### src/include/pfs_pkg.sv
package pfs_pkg;
	localparam int PFS_NCH = 4;
	localparam int PFS_TEMP_CODES = 3;
	localparam int PFS_VIN_CODES = 15;
	localparam logic [7:0] PFS_OFF_THRESH = 8'h09;
	localparam logic [7:0] PFS_OFF_RETRY = 8'h0A;
	localparam logic [7:0] PFS_OFF_ROUTE = 8'h0B;
	localparam logic [7:0] PFS_OFF_LATCH = 8'h0C;
	localparam logic [7:0] PFS_OFF_LIVE = 8'h0D;
	localparam logic [7:0] PFS_OFF_EVENT = 8'h0E;
	localparam logic [7:0] PFS_OFF_ALLOW = 8'h0F;
	localparam int PFS_TEMP_LSB = 4;
	localparam int PFS_TEMP_W = 2;
	localparam int PFS_VIN_LSB = 0;
	localparam int PFS_VIN_W = 4;
	localparam int PFS_SYNC_BIT = 7;
	localparam int PFS_TSD_BIT = 4;
	localparam int PFS_BTN_BIT = 6;
	localparam int PFS_HOT_BIT = 5;
	localparam int PFS_LOW_BIT = 4;
	localparam logic [1:0] PFS_TEMP_OFF = 2'h0;
	localparam logic [3:0] PFS_VIN_OFF = 4'hF;
	localparam logic [7:0] PFS_THRESH_WMASK = 8'h3F;
	localparam logic [7:0] PFS_RETRY_WMASK = 8'h8F;
	localparam logic [7:0] PFS_ROUTE_WMASK = 8'h0F;
	localparam logic [7:0] PFS_ALLOW_WMASK = 8'h7F;
	localparam logic [7:0] PFS_THRESH_RST = 8'h00;
	localparam logic [7:0] PFS_ALLOW_RST = 8'h00;
	localparam logic [7:0] PFS_FUSE_RST = 8'h00;
	localparam logic [6:0] PFS_FLAGS_RST = 7'h00;
	localparam logic [6:0] PFS_DEV_ADDR = 7'h4A;
	localparam int PFS_CLK_NS = 40;
	localparam int PFS_OK_HOLD_NS = 1000000;
	localparam int PFS_OK_HOLD_CYC = (PFS_OK_HOLD_NS + PFS_CLK_NS - 1) / PFS_CLK_NS;
	localparam int PFS_BTN_DEB_NS = 100;
	localparam int PFS_BTN_DEB_CYC = (PFS_BTN_DEB_NS + PFS_CLK_NS - 1) / PFS_CLK_NS;
	typedef enum logic [6:0] {
		PFS_ST_IDLE = 7'h01,
		PFS_ST_ADDR = 7'h02,
		PFS_ST_REG = 7'h04,
		PFS_ST_WR = 7'h08,
		PFS_ST_ACK = 7'h10,
		PFS_ST_RD = 7'h20,
		PFS_ST_MACK = 7'h40
	} pfs_i2c_st_t;
endpackage

### src/include/pfs_filt_if.sv
`timescale 1ns/1ps
interface pfs_filt_if;
	logic raw;
	logic held;
	modport filt (input raw, output held);
	modport user (output raw, input held);
endinterface

### src/verilog/pfs_hold_filter.sv
`timescale 1ns/1ps
module pfs_hold_filter
	import pfs_pkg::*;
#(
	parameter int HOLD = 3
)
(
	input wire logic clk_in,
	input wire logic rst_n_in,
	input wire logic ce_in,
	pfs_filt_if.filt f
);
	localparam int CNT_W = $clog2(HOLD + 1);
	localparam logic [CNT_W-1:0] HOLD_M1 = CNT_W'(HOLD - 1);
	localparam logic [CNT_W-1:0] HOLD_V = CNT_W'(HOLD);
	logic [CNT_W-1:0] cnt;
	logic [CNT_W-1:0] run;

	// drop is immediate, rise waits for a full stable stretch
	always_ff @(posedge clk_in or negedge rst_n_in)
	begin
		if (!rst_n_in)
		begin
			cnt <= '0;
			f.held <= 1'b0;
		end
		else if (ce_in)
		begin
			if (!f.raw)
			begin
				cnt <= '0;
				f.held <= 1'b0;
			end
			else if (cnt == HOLD_M1)
				f.held <= 1'b1;
			else
				cnt <= cnt + 1'b1;
		end
	end

	// independent run length, only for checking
	always_ff @(posedge clk_in or negedge rst_n_in)
	begin
		if (!rst_n_in)
			run <= '0;
		else if (ce_in)
			run <= !f.raw ? '0 : (run == HOLD_V) ? run : run + 1'b1;
	end

	hold_rise_a: assert property (
		@(posedge clk_in) disable iff (!rst_n_in)
		$rose(f.held) |-> run == HOLD_V)
		else $error("filtered level rose before hold time");
endmodule

### src/verilog/pfs_regs.sv
`timescale 1ns/1ps
module pfs_regs
	import pfs_pkg::*;
#(
	parameter int OK_HOLD_CYC = PFS_OK_HOLD_CYC,
	parameter logic [6:0] DEV_ADDR = PFS_DEV_ADDR
)
(
	input wire logic CLK_IN,
	input wire logic RST_N_IN,
	input wire logic CE_IN,
	input wire logic SCL_IN,
	input wire logic SDA_IN,
	output logic SDA_OUT,
	output logic SDA_OE_OUT,
	input wire logic [PFS_TEMP_CODES-1:0] TEMP_HOT_IN,
	input wire logic [PFS_VIN_CODES-1:0] VIN_LOW_IN,
	input wire logic [PFS_NCH-1:0] CH_SUPPLY_OK_IN,
	input wire logic BUTTON_INPUT_N_IN,
	input wire logic THERMAL_TRIP_IN,
	input wire logic [PFS_NCH-1:0] CH_LATCHOFF_IN,
	input wire logic [PFS_NCH-1:0] CH_ENABLE_IN,
	input wire logic SEQ_QUIET_IN,
	input wire logic SWITCH_MODE_IN,
	input wire logic FUSE_SYNC_OUT_IN,
	input wire logic [PFS_NCH-1:0] FUSE_RETRY_DISABLE_IN,
	input wire logic [PFS_NCH-1:0] FUSE_SUPPLY_ROUTE_IN,
	output logic SUPPLY_OK_OUT,
	output logic INT_N_OUT,
	output logic INT_N_OE_OUT,
	output logic SYNC_DIR_OUT,
	output logic [PFS_NCH-1:0] RETRY_DISABLE_OUT,
	output logic [PFS_NCH-1:0] SHORT_PROT_OFF_OUT
);
	localparam int SYNC_W = PFS_TEMP_CODES + PFS_VIN_CODES + 3 * PFS_NCH + 6;
	// button, bus clock and bus data rest high; zeros here would fake a press or a bus edge
	localparam logic [SYNC_W-1:0] SYNC_IDLE = 36'h0_0000_2003;

	logic [SYNC_W-1:0] meta;
	logic [SYNC_W-1:0] sync;
	logic [PFS_TEMP_CODES-1:0] temp_hot_s;
	logic [PFS_VIN_CODES-1:0] vin_low_s;
	logic [PFS_NCH-1:0] ch_ok_s;
	logic [PFS_NCH-1:0] ch_lo_s;
	logic [PFS_NCH-1:0] ch_en_s;
	logic btn_n_s;
	logic tsd_s;
	logic quiet_s;
	logic switch_s;
	logic scl_s;
	logic sda_s;
	logic scl_d;
	logic sda_d;
	logic od_zero;

	pfs_i2c_st_t st;
	pfs_i2c_st_t nxt;
	logic [3:0] bit_cnt;
	logic [7:0] shift;
	logic [7:0] ptr;
	logic nak;
	logic wr_en;
	logic [7:0] wr_addr;
	logic [7:0] wr_data;
	logic [7:0] rd_byte;

	logic fuse_pend;
	logic [7:0] thresh;
	logic [7:0] retry;
	logic [7:0] route;
	logic [7:0] allow;
	logic [4:0] latched;
	logic [6:0] event_flags;
	logic int_act;
	logic [PFS_NCH-1:0] ok_prev;
	logic btn_prev;

	logic [1:0] overheat_level;
	logic [3:0] low_supply_level;
	logic temp_hit;
	logic vin_hit;
	logic btn_rise;
	logic [PFS_NCH-1:0] fail_edge;
	logic [6:0] ev_set;
	logic [6:0] ev_clr;
	logic [4:0] lf_clr;
	logic scl_rise;
	logic scl_fall;
	logic start_det;
	logic stop_det;

	pfs_filt_if ok_if ();
	pfs_filt_if btn_if ();

	// all pins except the fuse straps, and the analog comparators, cross in through two stages
	always_ff @(posedge CLK_IN or negedge RST_N_IN)
	begin
		if (!RST_N_IN)
		begin
			meta <= SYNC_IDLE;
			sync <= SYNC_IDLE;
		end
		else if (CE_IN)
		begin
			meta <= {TEMP_HOT_IN, VIN_LOW_IN, CH_SUPPLY_OK_IN, BUTTON_INPUT_N_IN,
				THERMAL_TRIP_IN, CH_LATCHOFF_IN, CH_ENABLE_IN, SEQ_QUIET_IN,
				SWITCH_MODE_IN, SCL_IN, SDA_IN};
			sync <= meta;
		end
	end

	assign {temp_hot_s, vin_low_s, ch_ok_s, btn_n_s, tsd_s, ch_lo_s, ch_en_s,
		quiet_s, switch_s, scl_s, sda_s} = sync;

	always_ff @(posedge CLK_IN or negedge RST_N_IN)
	begin
		if (!RST_N_IN)
		begin
			scl_d <= 1'b1;
			sda_d <= 1'b1;
			od_zero <= 1'b0;
		end
		else if (CE_IN)
		begin
			scl_d <= scl_s;
			sda_d <= sda_s;
			od_zero <= 1'b0;
		end
	end

	assign scl_rise = scl_s & ~scl_d;
	assign scl_fall = ~scl_s & scl_d;
	assign start_det = scl_s & scl_d & sda_d & ~sda_s;
	assign stop_det = scl_s & scl_d & ~sda_d & sda_s;

	function automatic logic [7:0] rd_mux(input logic [7:0] a);
		case (a)
			PFS_OFF_THRESH: rd_mux = thresh;
			PFS_OFF_RETRY: rd_mux = retry;
			PFS_OFF_ROUTE: rd_mux = route;
			PFS_OFF_LATCH: rd_mux = {3'h0, latched};
			PFS_OFF_LIVE: rd_mux = {1'b0, btn_if.held, 2'h0, ch_ok_s};
			PFS_OFF_EVENT: rd_mux = {1'b0, event_flags};
			PFS_OFF_ALLOW: rd_mux = allow;
			default: rd_mux = 8'h00;
		endcase
	endfunction

	assign rd_byte = rd_mux(ptr);

	// serial slave: bits sampled on clock rise, data changed after fall
	always_ff @(posedge CLK_IN or negedge RST_N_IN)
	begin
		if (!RST_N_IN)
		begin
			st <= PFS_ST_IDLE;
			nxt <= PFS_ST_IDLE;
			bit_cnt <= 4'h0;
			shift <= 8'h00;
			ptr <= 8'h00;
			nak <= 1'b0;
			wr_en <= 1'b0;
			wr_addr <= 8'h00;
			wr_data <= 8'h00;
			SDA_OE_OUT <= 1'b0;
		end
		else if (CE_IN)
		begin
			wr_en <= 1'b0;
			if (start_det)
			begin
				st <= PFS_ST_ADDR;
				bit_cnt <= 4'h0;
				SDA_OE_OUT <= 1'b0;
			end
			else if (stop_det)
			begin
				st <= PFS_ST_IDLE;
				SDA_OE_OUT <= 1'b0;
			end
			else if (scl_rise)
			begin
				case (st)
					PFS_ST_ADDR, PFS_ST_REG, PFS_ST_WR:
					begin
						shift <= {shift[6:0], sda_s};
						bit_cnt <= bit_cnt + 4'h1;
					end
					PFS_ST_MACK: nak <= sda_s;
					default: ;
				endcase
			end
			else if (scl_fall)
			begin
				case (st)
					PFS_ST_ADDR:
						if (bit_cnt == 4'h8)
						begin
							if (shift[7:1] == DEV_ADDR)
							begin
								SDA_OE_OUT <= 1'b1;
								nxt <= shift[0] ? PFS_ST_RD : PFS_ST_REG;
								st <= PFS_ST_ACK;
							end
							else
								st <= PFS_ST_IDLE;
						end
					PFS_ST_REG:
						if (bit_cnt == 4'h8)
						begin
							ptr <= shift;
							SDA_OE_OUT <= 1'b1;
							nxt <= PFS_ST_WR;
							st <= PFS_ST_ACK;
						end
					PFS_ST_WR:
						if (bit_cnt == 4'h8)
						begin
							wr_en <= 1'b1;
							wr_addr <= ptr;
							wr_data <= shift;
							ptr <= ptr + 8'h01;
							SDA_OE_OUT <= 1'b1;
							nxt <= PFS_ST_WR;
							st <= PFS_ST_ACK;
						end
					PFS_ST_ACK, PFS_ST_MACK:
						if ((st == PFS_ST_ACK && nxt == PFS_ST_RD) ||
							(st == PFS_ST_MACK && !nak))
						begin
							shift <= rd_byte;
							SDA_OE_OUT <= ~rd_byte[7];
							ptr <= ptr + 8'h01;
							bit_cnt <= 4'h1;
							st <= PFS_ST_RD;
						end
						else
						begin
							SDA_OE_OUT <= 1'b0;
							bit_cnt <= 4'h0;
							st <= (st == PFS_ST_ACK) ? nxt : PFS_ST_IDLE;
						end
					PFS_ST_RD:
						if (bit_cnt == 4'h8)
						begin
							SDA_OE_OUT <= 1'b0;
							st <= PFS_ST_MACK;
						end
						else
						begin
							shift <= {shift[6:0], 1'b0};
							SDA_OE_OUT <= ~shift[6];
							bit_cnt <= bit_cnt + 4'h1;
						end
					default: ;
				endcase
			end
		end
	end

	// fuse straps are static after power-up, so they are taken once after release
	always_ff @(posedge CLK_IN or negedge RST_N_IN)
	begin
		if (!RST_N_IN)
		begin
			fuse_pend <= 1'b1;
			thresh <= PFS_THRESH_RST;
			retry <= PFS_FUSE_RST;
			route <= PFS_FUSE_RST;
			allow <= PFS_ALLOW_RST;
		end
		else if (CE_IN)
		begin
			if (fuse_pend)
			begin
				fuse_pend <= 1'b0;
				retry <= {FUSE_SYNC_OUT_IN, 3'h0, FUSE_RETRY_DISABLE_IN};
				route <= {4'h0, FUSE_SUPPLY_ROUTE_IN};
			end
			else if (wr_en)
			begin
				case (wr_addr)
					PFS_OFF_THRESH: thresh <= wr_data & PFS_THRESH_WMASK;
					PFS_OFF_RETRY: retry <= wr_data & PFS_RETRY_WMASK;
					PFS_OFF_ROUTE: route <= wr_data & PFS_ROUTE_WMASK;
					PFS_OFF_ALLOW: allow <= wr_data & PFS_ALLOW_WMASK;
					default: ;
				endcase
			end
		end
	end

	assign SYNC_DIR_OUT = retry[PFS_SYNC_BIT];
	assign RETRY_DISABLE_OUT = retry[PFS_NCH-1:0];
	assign SHORT_PROT_OFF_OUT = retry[PFS_NCH-1:0];

	assign overheat_level = thresh[PFS_TEMP_LSB +: PFS_TEMP_W];
	assign low_supply_level = thresh[PFS_VIN_LSB +: PFS_VIN_W];
	assign temp_hit = (overheat_level != PFS_TEMP_OFF) &&
		temp_hot_s[overheat_level - 2'd1];
	assign vin_hit = (low_supply_level != PFS_VIN_OFF) &&
		vin_low_s[low_supply_level];

	// supply ok: excluded channels count as good
	assign ok_if.raw = &(ch_ok_s | ~route[PFS_NCH-1:0]);
	assign SUPPLY_OK_OUT = ok_if.held;
	assign btn_if.raw = ~btn_n_s & switch_s;

	pfs_hold_filter #(.HOLD(OK_HOLD_CYC)) u_ok_hold (
		.clk_in(CLK_IN),
		.rst_n_in(RST_N_IN),
		.ce_in(CE_IN),
		.f(ok_if)
	);

	pfs_hold_filter #(.HOLD(PFS_BTN_DEB_CYC)) u_btn_deb (
		.clk_in(CLK_IN),
		.rst_n_in(RST_N_IN),
		.ce_in(CE_IN),
		.f(btn_if)
	);

	always_ff @(posedge CLK_IN or negedge RST_N_IN)
	begin
		if (!RST_N_IN)
		begin
			ok_prev <= '0;
			btn_prev <= 1'b0;
		end
		else if (CE_IN)
		begin
			ok_prev <= ch_ok_s;
			btn_prev <= btn_if.held;
		end
	end

	assign btn_rise = btn_if.held & ~btn_prev;
	// a channel failing is a fall of its good level while enabled and not quiet
	assign fail_edge = ok_prev & ~ch_ok_s & ch_en_s & {PFS_NCH{~quiet_s}};
	assign ev_set = {btn_rise, temp_hit, vin_hit, fail_edge};
	assign ev_clr = (wr_en && wr_addr == PFS_OFF_EVENT) ? wr_data[6:0] : '0;
	assign lf_clr = (wr_en && wr_addr == PFS_OFF_LATCH) ? wr_data[4:0] : '0;

	// set wins over a write-one clear, so a present fault cannot be cleared
	always_ff @(posedge CLK_IN or negedge RST_N_IN)
	begin
		if (!RST_N_IN)
		begin
			latched <= '0;
			event_flags <= PFS_FLAGS_RST;
		end
		else if (CE_IN)
		begin
			latched <= (latched & ~lf_clr) | {tsd_s, ch_lo_s};
			if (ch_en_s == '0)
				event_flags <= PFS_FLAGS_RST;
			else
				event_flags <= (event_flags & ~ev_clr) | ev_set;
		end
	end

	always_ff @(posedge CLK_IN or negedge RST_N_IN)
	begin
		if (!RST_N_IN)
			int_act <= 1'b0;
		else if (CE_IN)
			int_act <= |(event_flags & allow[6:0]);
	end

	assign INT_N_OE_OUT = int_act;
	assign INT_N_OUT = od_zero;
	assign SDA_OUT = od_zero;

	overheat_set_a: assert property (
		@(posedge CLK_IN) disable iff (!RST_N_IN)
		CE_IN && temp_hit && ch_en_s != '0 |=> event_flags[PFS_HOT_BIT])
		else $error("overheat crossing did not set flag");

	overheat_off_a: assert property (
		@(posedge CLK_IN) disable iff (!RST_N_IN)
		CE_IN && overheat_level == PFS_TEMP_OFF |=> !$rose(event_flags[PFS_HOT_BIT]))
		else $error("overheat flag set while warning disabled");

	low_supply_a: assert property (
		@(posedge CLK_IN) disable iff (!RST_N_IN)
		CE_IN && low_supply_level != PFS_VIN_OFF && vin_low_s[low_supply_level]
		&& ch_en_s != '0 |=> event_flags[PFS_LOW_BIT])
		else $error("low supply crossing did not set flag");

	retry_write_a: assert property (
		@(posedge CLK_IN) disable iff (!RST_N_IN)
		CE_IN && !fuse_pend && wr_en && wr_addr == PFS_OFF_RETRY
		|=> SYNC_DIR_OUT == $past(wr_data[PFS_SYNC_BIT])
		&& SHORT_PROT_OFF_OUT == $past(wr_data[3:0]))
		else $error("retry or sync write not applied");

	supply_drop_a: assert property (
		@(posedge CLK_IN) disable iff (!RST_N_IN)
		CE_IN && (ch_ok_s & route[PFS_NCH-1:0]) != route[PFS_NCH-1:0]
		|=> !SUPPLY_OK_OUT)
		else $error("supply ok high with routed channel failing");

	thermal_hold_a: assert property (
		@(posedge CLK_IN) disable iff (!RST_N_IN)
		CE_IN && latched[PFS_TSD_BIT] && tsd_s |=> latched[PFS_TSD_BIT])
		else $error("latched flag cleared while fault present");

	thermal_set_a: assert property (
		@(posedge CLK_IN) disable iff (!RST_N_IN)
		CE_IN && $rose(tsd_s) |=> latched[PFS_TSD_BIT] [*2])
		else $error("thermal shutdown not latched");

	latchoff_set_a: assert property (
		@(posedge CLK_IN) disable iff (!RST_N_IN)
		CE_IN && ch_lo_s != '0 |=> (latched[3:0] & $past(ch_lo_s)) == $past(ch_lo_s))
		else $error("channel latch-off not latched");

	int_drive_a: assert property (
		@(posedge CLK_IN) disable iff (!RST_N_IN)
		CE_IN && (ev_set & allow[6:0]) != '0 && ch_en_s != '0 ##1 CE_IN
		|=> INT_N_OE_OUT)
		else $error("allowed event did not pull interrupt");

	int_block_a: assert property (
		@(posedge CLK_IN) disable iff (!RST_N_IN)
		CE_IN && allow == 8'h00 |=> !INT_N_OE_OUT)
		else $error("blocked event reached interrupt");

	all_off_a: assert property (
		@(posedge CLK_IN) disable iff (!RST_N_IN)
		CE_IN && ch_en_s == '0 |=> event_flags == PFS_FLAGS_RST)
		else $error("flags kept with all channels off");

	quiet_fail_a: assert property (
		@(posedge CLK_IN) disable iff (!RST_N_IN)
		CE_IN && quiet_s |=> (event_flags[3:0] & ~$past(event_flags[3:0])) == 4'h0)
		else $error("channel fail flag set while quiet");

	button_flag_a: assert property (
		@(posedge CLK_IN) disable iff (!RST_N_IN)
		CE_IN && btn_rise && ch_en_s != '0 |=> event_flags[PFS_BTN_BIT])
		else $error("button press not flagged");
endmodule

### config.mk
export PLATFORM = sky130hd
export DESIGN_NAME = pfs_regs
export DESIGN_NICKNAME = d
export VERILOG_FILES = /design/src/include/pfs_pkg.sv /design/src/include/pfs_filt_if.sv /design/src/verilog/pfs_hold_filter.sv /design/src/verilog/pfs_regs.sv
export SDC_FILE = /design/constraint.sdc
export NUM_CORES = 1
export LEC_CHECK = 0
export CORE_ASPECT_RATIO = 1.25
export CORE_MARGIN = 4
export CORE_UTILIZATION = 40
export CTS_BUF_LIST = sky130_fd_sc_hd__clkbuf_4 sky130_fd_sc_hd__clkbuf_8 sky130_fd_sc_hd__clkbuf_16
export DETAILED_ROUTE_END_ITERATION = 7
export DONT_BUFFER_PORTS = 1
export GPL_TIMING_DRIVEN = 0
export SLEW_MARGIN = 20
export SYNTH_ARGS = -nofsm -noshare
export SYNTH_HDL_FRONTEND = slang
export SYNTH_SLANG_ARGS = --single-unit
### constraint.sdc
create_clock -name CLK_IN -period 6.4 [get_ports CLK_IN]
set_input_delay 0.32 -clock CLK_IN [delete_from_list [all_inputs] [get_ports CLK_IN]]
set_output_delay 0.32 -clock CLK_IN [all_outputs]
set_load 0.01 [all_outputs]
Word level (Yosys, flattened, before mapping)
Cells that the tools add are included.
- register bits after elaboration: 194
- input bits: 48
- output and inout bits: 14
- word-level logic and storage cells: 230
- add/subtract/negate cells: 5
- order comparisons: 2
- eq/ne operators: 46
- mux-type cells: 72
- bitwise logic cells: 35
- reductions and logical operators: 42
- operators by type and width (kind ; count):
    8-bit two-way mux ; 14
    8-bit by 4-bit == test with 1-bit output, second input constant ; 13
    7-bit two-way mux ; 14
    8-bit one-hot mux with 7 select lines ; 1
    15-bit two-way mux ; 2
    7-bit one-hot mux with 4 select lines ; 1
    4-bit two-way mux ; 6
    8-bit one-hot mux with 3 select lines ; 1
    1-bit two-way mux ; 22
    7-bit AND reduction ; 3
    2-bit != test, second input constant ; 10
    4-bit != test, second input constant ; 5
    9-bit AND reduction ; 2
    8-bit one-hot mux with 2 select lines ; 1
    15-bit by 1-bit adder with 15-bit output, second input constant ; 1
    15-bit == test, second input constant ; 1
    7-bit bitwise AND ; 2
    7-bit by 6-bit == test with 1-bit output, second input constant ; 2
    7-bit == test, second input constant ; 2
    7-bit one-hot mux with 2 select lines ; 1
    1-bit inverter ; 13
    4-bit bitwise AND ; 3
    4-bit AND reduction ; 3
    2-bit nonzero test ; 6
    46 further kinds ; 73

Logic depth before layout (Yosys ltp)
Gate-level depths: netlist (run 1).
- depth in word-level cells: 9
- depth in mapped cells: 9
- gate-level depth less buffers: 7

Cells and area by module
From an unflattened synthesis (run 1), not the netlist that was laid out.
- cells, all modules: 782
- area total of the unflattened synthesis: 8964.8 sq um
- modules (own cells, without submodules) (module ; instances ; cells an instance ; area an instance (sq um) ; sequential area each (sq um)):
    pfs_regs ; 1 ; 665 ; 7826.3 ; 4142.7
    pfs_hold_filter at u_ok_hold ; 1 ; 102 ; 983.4 ; 400.4
    pfs_hold_filter at u_btn_deb ; 1 ; 15 ; 155.1 ; 75.1

Worst setup path before layout (run 1)
OpenSTA, ideal clock, no wires.
- path kind: reg2reg
- from: reg st[6]
- to: reg wr_addr[2]
- library setup time: 0.128 ns
- arrival time: 2.151 ns
- required time: 6.272 ns
- slack: 4.122 ns
- stages on the path, launching flop included: 7
- path buffers: 2
- clock period less this slack: 2.278 ns
- path through: dfrtp_1 > buf_2 > or4_4 > or3_4 > nor3_4 > buf_6 > mux2_1
- cells in the longest elaborated chain, start to end: 2
- ends and longest elaborated chain (element ; line ; source):
    start, declared ; pfs_regs.sv:56 ; pfs_i2c_st_t st;
    start signal, assigned ; pfs_regs.sv:241 ; st <= (st == PFS_ST_ACK) ? nxt : PFS_ST_IDLE;
    7-bit by 4-bit == test with 1-bit output ; pfs_regs.sv:195 ; case (st)
    7-bit AND reduction (no source line) ; n/a ;
    end signal, assigned ; pfs_regs.sv:220 ; wr_addr <= ptr;
    end, declared ; pfs_regs.sv:63 ; logic [7:0] wr_addr;
Every way passes these cells.
A chain may end at the register's enable or synchronous reset.

Worst setup path in the final report (run 1)
- from: reg ptr[0]
- to: reg SDA_OE_OUT
- cells in the longest elaborated chain, start to end: 9
- elaborated cells between the ends (all ways): 15
- classes of those cells: 7 x eq/ne; 7 x mux; 1 x bitwise
- ends and longest elaborated chain (element ; line ; source):
    start, declared ; pfs_regs.sv:60 ; logic [7:0] ptr;
    start signal, assigned ; pfs_regs.sv:211 ; ptr <= shift;
    start signal, assigned ; pfs_regs.sv:222 ; ptr <= ptr + 8'h01;
    start signal, assigned ; pfs_regs.sv:233 ; ptr <= ptr + 8'h01;
    8-bit by 4-bit == test with 1-bit output ; pfs_regs.sv:137 ; case (a)
    8-bit one-hot mux with 7 select lines (*) ; pfs_regs.sv:137 ;
    1-bit inverter (*) ; pfs_regs.sv:232 ; SDA_OE_OUT <= ~rd_byte[7];
    1-bit two-way mux (*) ; pfs_regs.sv:228 ; if ((st == PFS_ST_ACK && nxt == PFS_ST_RD) ||
    1-bit one-hot mux with 4 select lines (*) ; pfs_regs.sv:195 ;
    1-bit two-way mux (*) ; pfs_regs.sv:193 ; else if (scl_fall)
    1-bit two-way mux (*) ; pfs_regs.sv:181 ; else if (scl_rise)
    1-bit two-way mux (*) ; pfs_regs.sv:176 ; else if (stop_det)
    1-bit two-way mux (*) ; pfs_regs.sv:170 ; if (start_det)
    end signal, assigned ; pfs_regs.sv:232 ;
    end signal, assigned ; pfs_regs.sv:252 ; SDA_OE_OUT <= ~shift[6];
    end, declared ; pfs_regs.sv:15 ; output logic SDA_OE_OUT,
Mark *: on every way between the ends. The rest lies on a longest branch, timed or not. The select of a mux whose other input is x is not followed.

==> flow_summary.json, run 1 <==
{
  "drt_first_pass_iters": 7,
  "grt_pass1_vias": 6370,
  "irDropWorstVdd_mv": 0.178,
  "rows": 61,
  "drv_cap": 0,
  "finalWorstSetupSlack_ps": 3410,
  "ys_async_sr_fraction_pct": 100,
  "initialDrtViolationCount": 505,
  "cp_data_required_time_ps": 6680,
  "end_kind": "register",
  "arrival_ps": 3270,
  "yosysUniqueCellTypes": 81,
  "die_h_um": 177,
  "final_hold_viol_count": 0,
  "clk_latency_ps": 430,
  "path_depth": 9,
  "vias": 6231,
  "drt_wl_total_um": 21700,
  "relSlewSlack_pct": 40.2,
  "yosys.area_share.simple_pct": 12.2,
  "antenna_found_initial": 3,
  "rrSetupSlack_ps": 3410,
  "post-place-ws_ps": 3500,
  "hold_path_end": "meta[20]",
  "regArea_um2": 4620,
  "path_max_fanout": 10,
  "critPathLaunchType": "register",
  "num_io_pins": 62,
  "post_cts_resized": 0,
  "clock-sinks": 184,
  "post-route-min-period_ps": 2990,
  "nets": 868,
  "final_common_cell": "dfrtp_1",
  "clockBufferDepth": 2,
  "hp-class": "input port to register",
  "r2r_cells": 9,
  "grt_max_degree": 185,
  "crit_type": "register to register",
  "grt_overflow": 0,
  "diodes": 0,
  "cts_buffers": 17,
  "yosys_most_used_dff": "dfrtp_1",
  "cpPeakStageDelay_ps": 500,
  "synthAdderAreaFrac_pct": 1.64,
  "crit_top_cell": "clkbuf_1",
  "power_leakage_uw": 0.00425,
  "slew_viol_final": 0,
  "status": "finished clean",
  "layout_common_cells": "173 x dfrtp_1, 118 x mux2_2, 57 x nand2_1",
  "cts_root_buf": "clkbuf_16",
  "drcViolationCount": 0,
  "design_power_total_uw": 2930,
  "synth_compound_area_share_pct": 12.0,
  "synthXorXnorAreaFrac_pct": 1.24,
  "grt_first_pass_wirelength_um": 34900,
  "die_area_um2": 25400,
  "core_um2": 22400,
  "clkTransAtPathRegs_ps": 80,
  "timing.fmax_ghz": 0.335,
  "clock_skew_ps": 11.1,
  "antenna_left": 0,
  "ys.warnings.count": 0,
  "grt_use_total_pct": 17.5,
  "hold_ws_ps": 30.6,
  "min_from": "VIN_LOW_IN[2]",
  "syn_area_per_cell_um2": 11.7,
  "gp_congestion": 0.855,
  "path_cells": "clkbuf_1 -> inv_1 -> ha_1 -> clkbuf_1 -> nand2_1 -> nor4_1 -> o311ai_0 -> o21ai_0 -> o221ai_1",
  "io_buffers": 0,
  "r2r_end": "SDA_OE_OUT",
  "ys_seq_elements": 184,
  "hold_depth": 1,
  "synth_area_um2": 9180,
  "synth_top_family_by_area": "multiplexers",
  "start_util_pct": 40.9,
  "vias_per_cell": 5.64,
  "fin_tns_setup_ps": 0,
  "seq_area_frac_synth_pct": 50.3,
  "rsz0062_at_grt": "no",
  "multi_input_area_um2": 4230,
  "muxShareOfSynthArea_pct": 18.9,
  "setup_viol": 0,
  "crit_slowest_cell": "nor4_1",
  "fillers": 2135,
  "h-tree-depth": 4,
  "drive_gt1_share_pct": 25.3,
  "worstMarginPinSlew_ps": 897,
  "crit_buf_inv": 3,
  "hpwlAfterDp_um": 15500,
  "syn_to_final_growth_pct": 10.8,
  "postCtsSetupRepairBufs": 0,
  "die_w_um": 143,
  "period_share_pct": 46.7,
  "r2r_start": "ptr[0]",
  "synthCells": 786,
  "cts_tree": "yes",
  "powerDensity_nw_per_um2": 288,
  "synth_edf_count": 0,
  "wl_per_cell_um": 19.7,
  "critical-path-top-delay-family": "buffers and inverters"
}
==> worst max path at each step <==
stage,startpoint,to
6_report,ptr[0],SDA_OE_OUT
5_1_grt,ptr[0],SDA_OE_OUT
4_1_cts,ptr[0],SDA_OE_OUT
3_5_place_dp,ptr[0],SDA_OE_OUT
3_3_place_gp,ptr[0],SDA_OE_OUT
2_1_floorplan,st[6],wr_addr[2]
==> what timing repair did <==
item | in CTS | in global routing
hold buffers | 2 | 0
hold endpoints to repair | 184 | 0
endpoints found under the setup margin | 0 | 0
==> flip-flops by register name (all words and copies together) (netlist names), 5 cells and up <==
signal and cells:
wr_data 8, thresh 6, event_flags 7, latched 5
sync 36, allow 7, u_ok_hold.cnt 15, shift 8
retry 5, ptr 8, st 7, wr_addr 8
meta 36
==> through the flow <==
step / instance area [um^2] / instances / utilization, %
6_report: 10200 / 1104 / 45.3
5_1_grt: 10200 / 1104 / 45.3
4_1_cts: 10200 / 1104 / 45.3
3_5_place_dp: 9540 / 1070 / 42.5
3_3_place_gp: 9530 / 1070 / 42.5
2_1_floorplan: 9180 / 787 / -
==> cell usage after synthesis (all sizes together) (13+ instances only) <==
cell,n,area (um^2)
buf,19,135
a22o,13,114
nand2,57,214
o21ai,29,156
nand3,14,70.1
dfrtp,173,4330
nand2b,18,113
a21oi,22,110
clkbuf,28,105
mux2,129,1460
mux2i,18,180
nor2,41,156
inv,25,93.8
==> logic make-up after synthesis <==
logic type      count (synthesis)
buf+inv                        72
compound gates                147
other cells                     1
simple gates                  206
mux                           151
xor+xnor                       13
flops                         184
fa+ha+maj                      12
==> area by class of cell <==
cell class / instances / share of cell area, %
Timing Repair Buffer: 2 / 0.369
Multi-Input combinational cell: 531 / 41.6
Tap cell: 283 / 3.48
Clock buffer: 18 / 4.26
Sequential cell: 184 / 45.4
Inverter: 25 / 0.923
Clock inverter: 14 / 1.55
Buffer: 47 / 2.36
==> worst reg2reg max path: stages, from the launching register on <==
cell and delay [ps]:
dfrtp_1 430, clkbuf_1 230, inv_1 170, ha_1 280, clkbuf_1 440, nand2_1 100
nor4_1 500, o311ai_0 210, o21ai_0 330, o221ai_1 150
==> power breakdown <==
group / switching, uW / internal [uW]
combinational: 288 / 232
sequential: 90.4 / 1280
clock: 509 / 527
total: 888 / 2040
==> per-layer routing <==
metal	track usage [%]	share of wire, %	vias up
li1	-	-	2940
met1	23.1	45	3121
met2	29.1	49	133
met3	3.42	3.7	33
met4	5.53	2.1	4
met5	0	0.12	-
(Power assumes the default switching activity.)
==> run 2, diff against run 1 <==
--- a/config.mk
+++ b/config.mk
@@ -5,6 +5,7 @@
 export SDC_FILE = /design/constraint.sdc
 export NUM_CORES = 1
 export LEC_CHECK = 0
+export ABC_AREA = 1
 export CORE_ASPECT_RATIO = 1.25
 export CORE_MARGIN = 4
 export CORE_UTILIZATION = 40
==> constraint.sdc (replaced) <==
create_clock -name CLK_IN -period 2.65 [get_ports CLK_IN]
set_input_delay 0.1325 -clock CLK_IN [delete_from_list [all_inputs] [get_ports CLK_IN]]
set_output_delay 0.1325 -clock CLK_IN [all_outputs]
set_load 0.01 [all_outputs]
==> run 2 against run 1 <==
Against the previous run:
- the flow now finishes with violations (negative hold slack)
- critical path depth grew 1
- flip-flop and latch count is the same
- sequential share of layout area shrank 2.9 points
- largest power group unchanged
==> flow_summary.json, run 2 <==
{
  "status": "finished with violations",
  "violations": "negative hold slack",
  "grt_pass1_vias": 7768,
  "ys.warnings.count": 0,
  "h-tree-depth": 4,
  "rrSetupSlack_ps": 600,
  "synth_top_family_by_area": "simple AND/OR/NAND/NOR gates",
  "timing.fmax_ghz": 0.489,
  "power_leakage_uw": 0.00526,
  "slew_viol_final": 0,
  "vias": 7917,
  "hpwlAfterDp_um": 17500,
  "clock_skew_ps": 12.7,
  "critPathLaunchType": "register",
  "hp-class": "input port to async pin",
  "antenna_left": 0,
  "top_regs": "meta x36, sync x36, u_ok_hold.cnt x15",
  "synth_edf_count": 0,
  "synth_commonest_cells": "406 x nand2_1, 173 x dfrtp_1, 112 x inv_1, 106 x o21ai_0, 67 x nor2_1",
  "synth_top_area_cell": "dfrtp_1",
  "r2r_cells": 10,
  "postCtsSetupRepairBufs": 0,
  "syn_to_final_growth_pct": 14.8,
  "irDropWorstVdd_mv": 0.423,
  "synth_most_common_cell": "nand2_1",
  "die_h_um": 180,
  "rsz0062_at_grt": "no",
  "yosysUniqueCellTypes": 47,
  "syn_area_per_cell_um2": 7.95,
  "final_area_um2": 10900,
  "path_max_fanout": 7,
  "yosys_most_used_dff": "dfrtp_1",
  "cts_buffers": 17,
  "num_io_pins": 62,
  "hold_ws_ps": -605,
  "powerDensity_nw_per_um2": 585,
  "cts_root_buf": "clkbuf_16",
  "grt_first_pass_wirelength_um": 39600,
  "clk_latency_ps": 430,
  "seq_area_frac_synth_pct": 48.8,
  "layout_common_cells": "406 x nand2_1, 173 x dfrtp_1, 112 x inv_1",
  "rows": 62,
  "relSlewSlack_pct": 47.6,
  "drt_first_pass_iters": 5,
  "final_hold_viol_count": 184,
  "clkTransAtPathRegs_ps": 70,
  "die_area_um2": 26200,
  "wl_per_cell_um": 15.4,
  "post_cts_resized": 0,
  "worstMarginPinSlew_ps": 776,
  "synth_compound_area_share_pct": 10.9,
  "fin_tns_setup_ps": 0,
  "final_core_util_pct": 47.0,
  "grt_overflow": 0,
  "synthAdderAreaFrac_pct": 1.59,
  "die_w_um": 146,
  "io_buffers": 0,
  "grt_max_degree": 185,
  "core_um2": 23100,
  "period_share_pct": 77.2,
  "synth_area_leaders": "dfrtp_1 46%, nand2_1 16%, o21ai_0 5.6%",
  "drt_wl_total_um": 24000,
  "end_kind": "register",
  "final_common_cell": "nand2_1",
  "crit_type": "register to register",
  "regArea_um2": 4620,
  "gp_congestion": 0.920,
  "initialDrtViolationCount": 497,
  "post-route-min-period_ps": 2050,
  "antenna_found_initial": 0,
  "vias_per_cell": 5.09,
  "dpl-instance-area_um2": 9830,
  "drv_cap": 0,
  "setup_viol": 0,
  "start_util_pct": 40.9,
  "diodes": 0,
  "synth_area_um2": 9460,
  "multi_input_area_um2": 4180,
  "nets": 1315,
  "ys_seq_elements": 184,
  "yosys.area_share.simple_pct": 30.7,
  "clockBufferDepth": 2,
  "muxShareOfSynthArea_pct": 0.106,
  "grt_use_total_pct": 18.6,
  "clock-sinks": 184,
  "fillers": 2293,
  "drive_gt1_share_pct": 10.3,
  "arrival_ps": 2420,
  "cp_data_required_time_ps": 3020,
  "ys_async_sr_fraction_pct": 100,
  "drcViolationCount": 0,
  "synthXorXnorAreaFrac_pct": 0.833,
  "synthCells": 1190,
  "synth_top_area_share_pct": 45.8,
  "hold_buffers": 45,
  "cts_tree": "yes"
}
run 2: cell count changes in the layout (fill, tap and decap cells not counted), sizes merged, moves of 48 or more:
cell	change
mux2	-129
nor2	+48
nand3	+52
nand2	+361
inv	+95
o21ai	+104
run 2: power breakdown:
group          total, uW  leakage [uW]  switching (uW)  internal, uW
sequential          3180       0.00228             161          3020
clock               2540      0.000286            1170          1360
combinational        632       0.00270             392           240
total               6350       0.00526            1730          4620
run 2: stage by stage:
step / total power, uW / instances / setup WS [ps]
6_report: 6350 / 1556 / 603
5_1_grt: 6640 / 1556 / 375
4_1_cts: 6400 / 1556 / 589
3_5_place_dp: 3820 / 1479 / 598
3_3_place_gp: 3800 / 1479 / 622
2_1_floorplan: 3640 / 1191 / 826
run 2: logic make-up after synthesis:
logic type	count (synthesis)
compound gates	180
xor+xnor	9
fa+ha+maj	12
buf+inv	163
flops	184
mux	1
other cells	1
simple gates	640
run 2: layout make-up:
type | count | area share (%)
clock inverters | 13 | 1.24
plain buffers | 42 | 1.95
multi-input cells | 844 | 38.5
repair buffers | 45 | 4.15
flip-flops and latches | 184 | 42.5
clock buffers | 19 | 4.11
inverters | 121 | 4.18
well taps | 288 | 3.32
run 2: layer usage:
| metal | wire length (um) | vias up | track usage [%] | share of wire (%) |
|---|---|---|---|---|
| met3 | 705 | 44 | 2.67 | 2.9 |
| li1 | - | 3969 | - | - |
| met2 | 12500 | 153 | 33.3 | 52 |
| met4 | 733 | 0 | 7.45 | 3.0 |
| met5 | 0 | - | 0 | 0 |
| met1 | 10100 | 3751 | 22.5 | 42 |
run 2: critical path, stage by stage (launching register included):
cell     delay (ps)
dfrtp_1         440
inv_1           170
ha_1            170
inv_1            40
nor2_1          400
nand3_1         220
a21oi_4         270
nand2_1         110
nand2_1          70
nand2_1          50
nand2_1          60
run 2: path summary, 6_finish.rpt:
kind                           from       end
max in group asynchronous  RST_N_IN    nxt[0]
max                          ptr[0]  shift[0]
min in group CLK_IN           CE_IN     st[0]
min reg2reg                  nxt[0]    nxt[0]
min                        RST_N_IN  meta[10]
max reg2reg                  ptr[0]  shift[0]
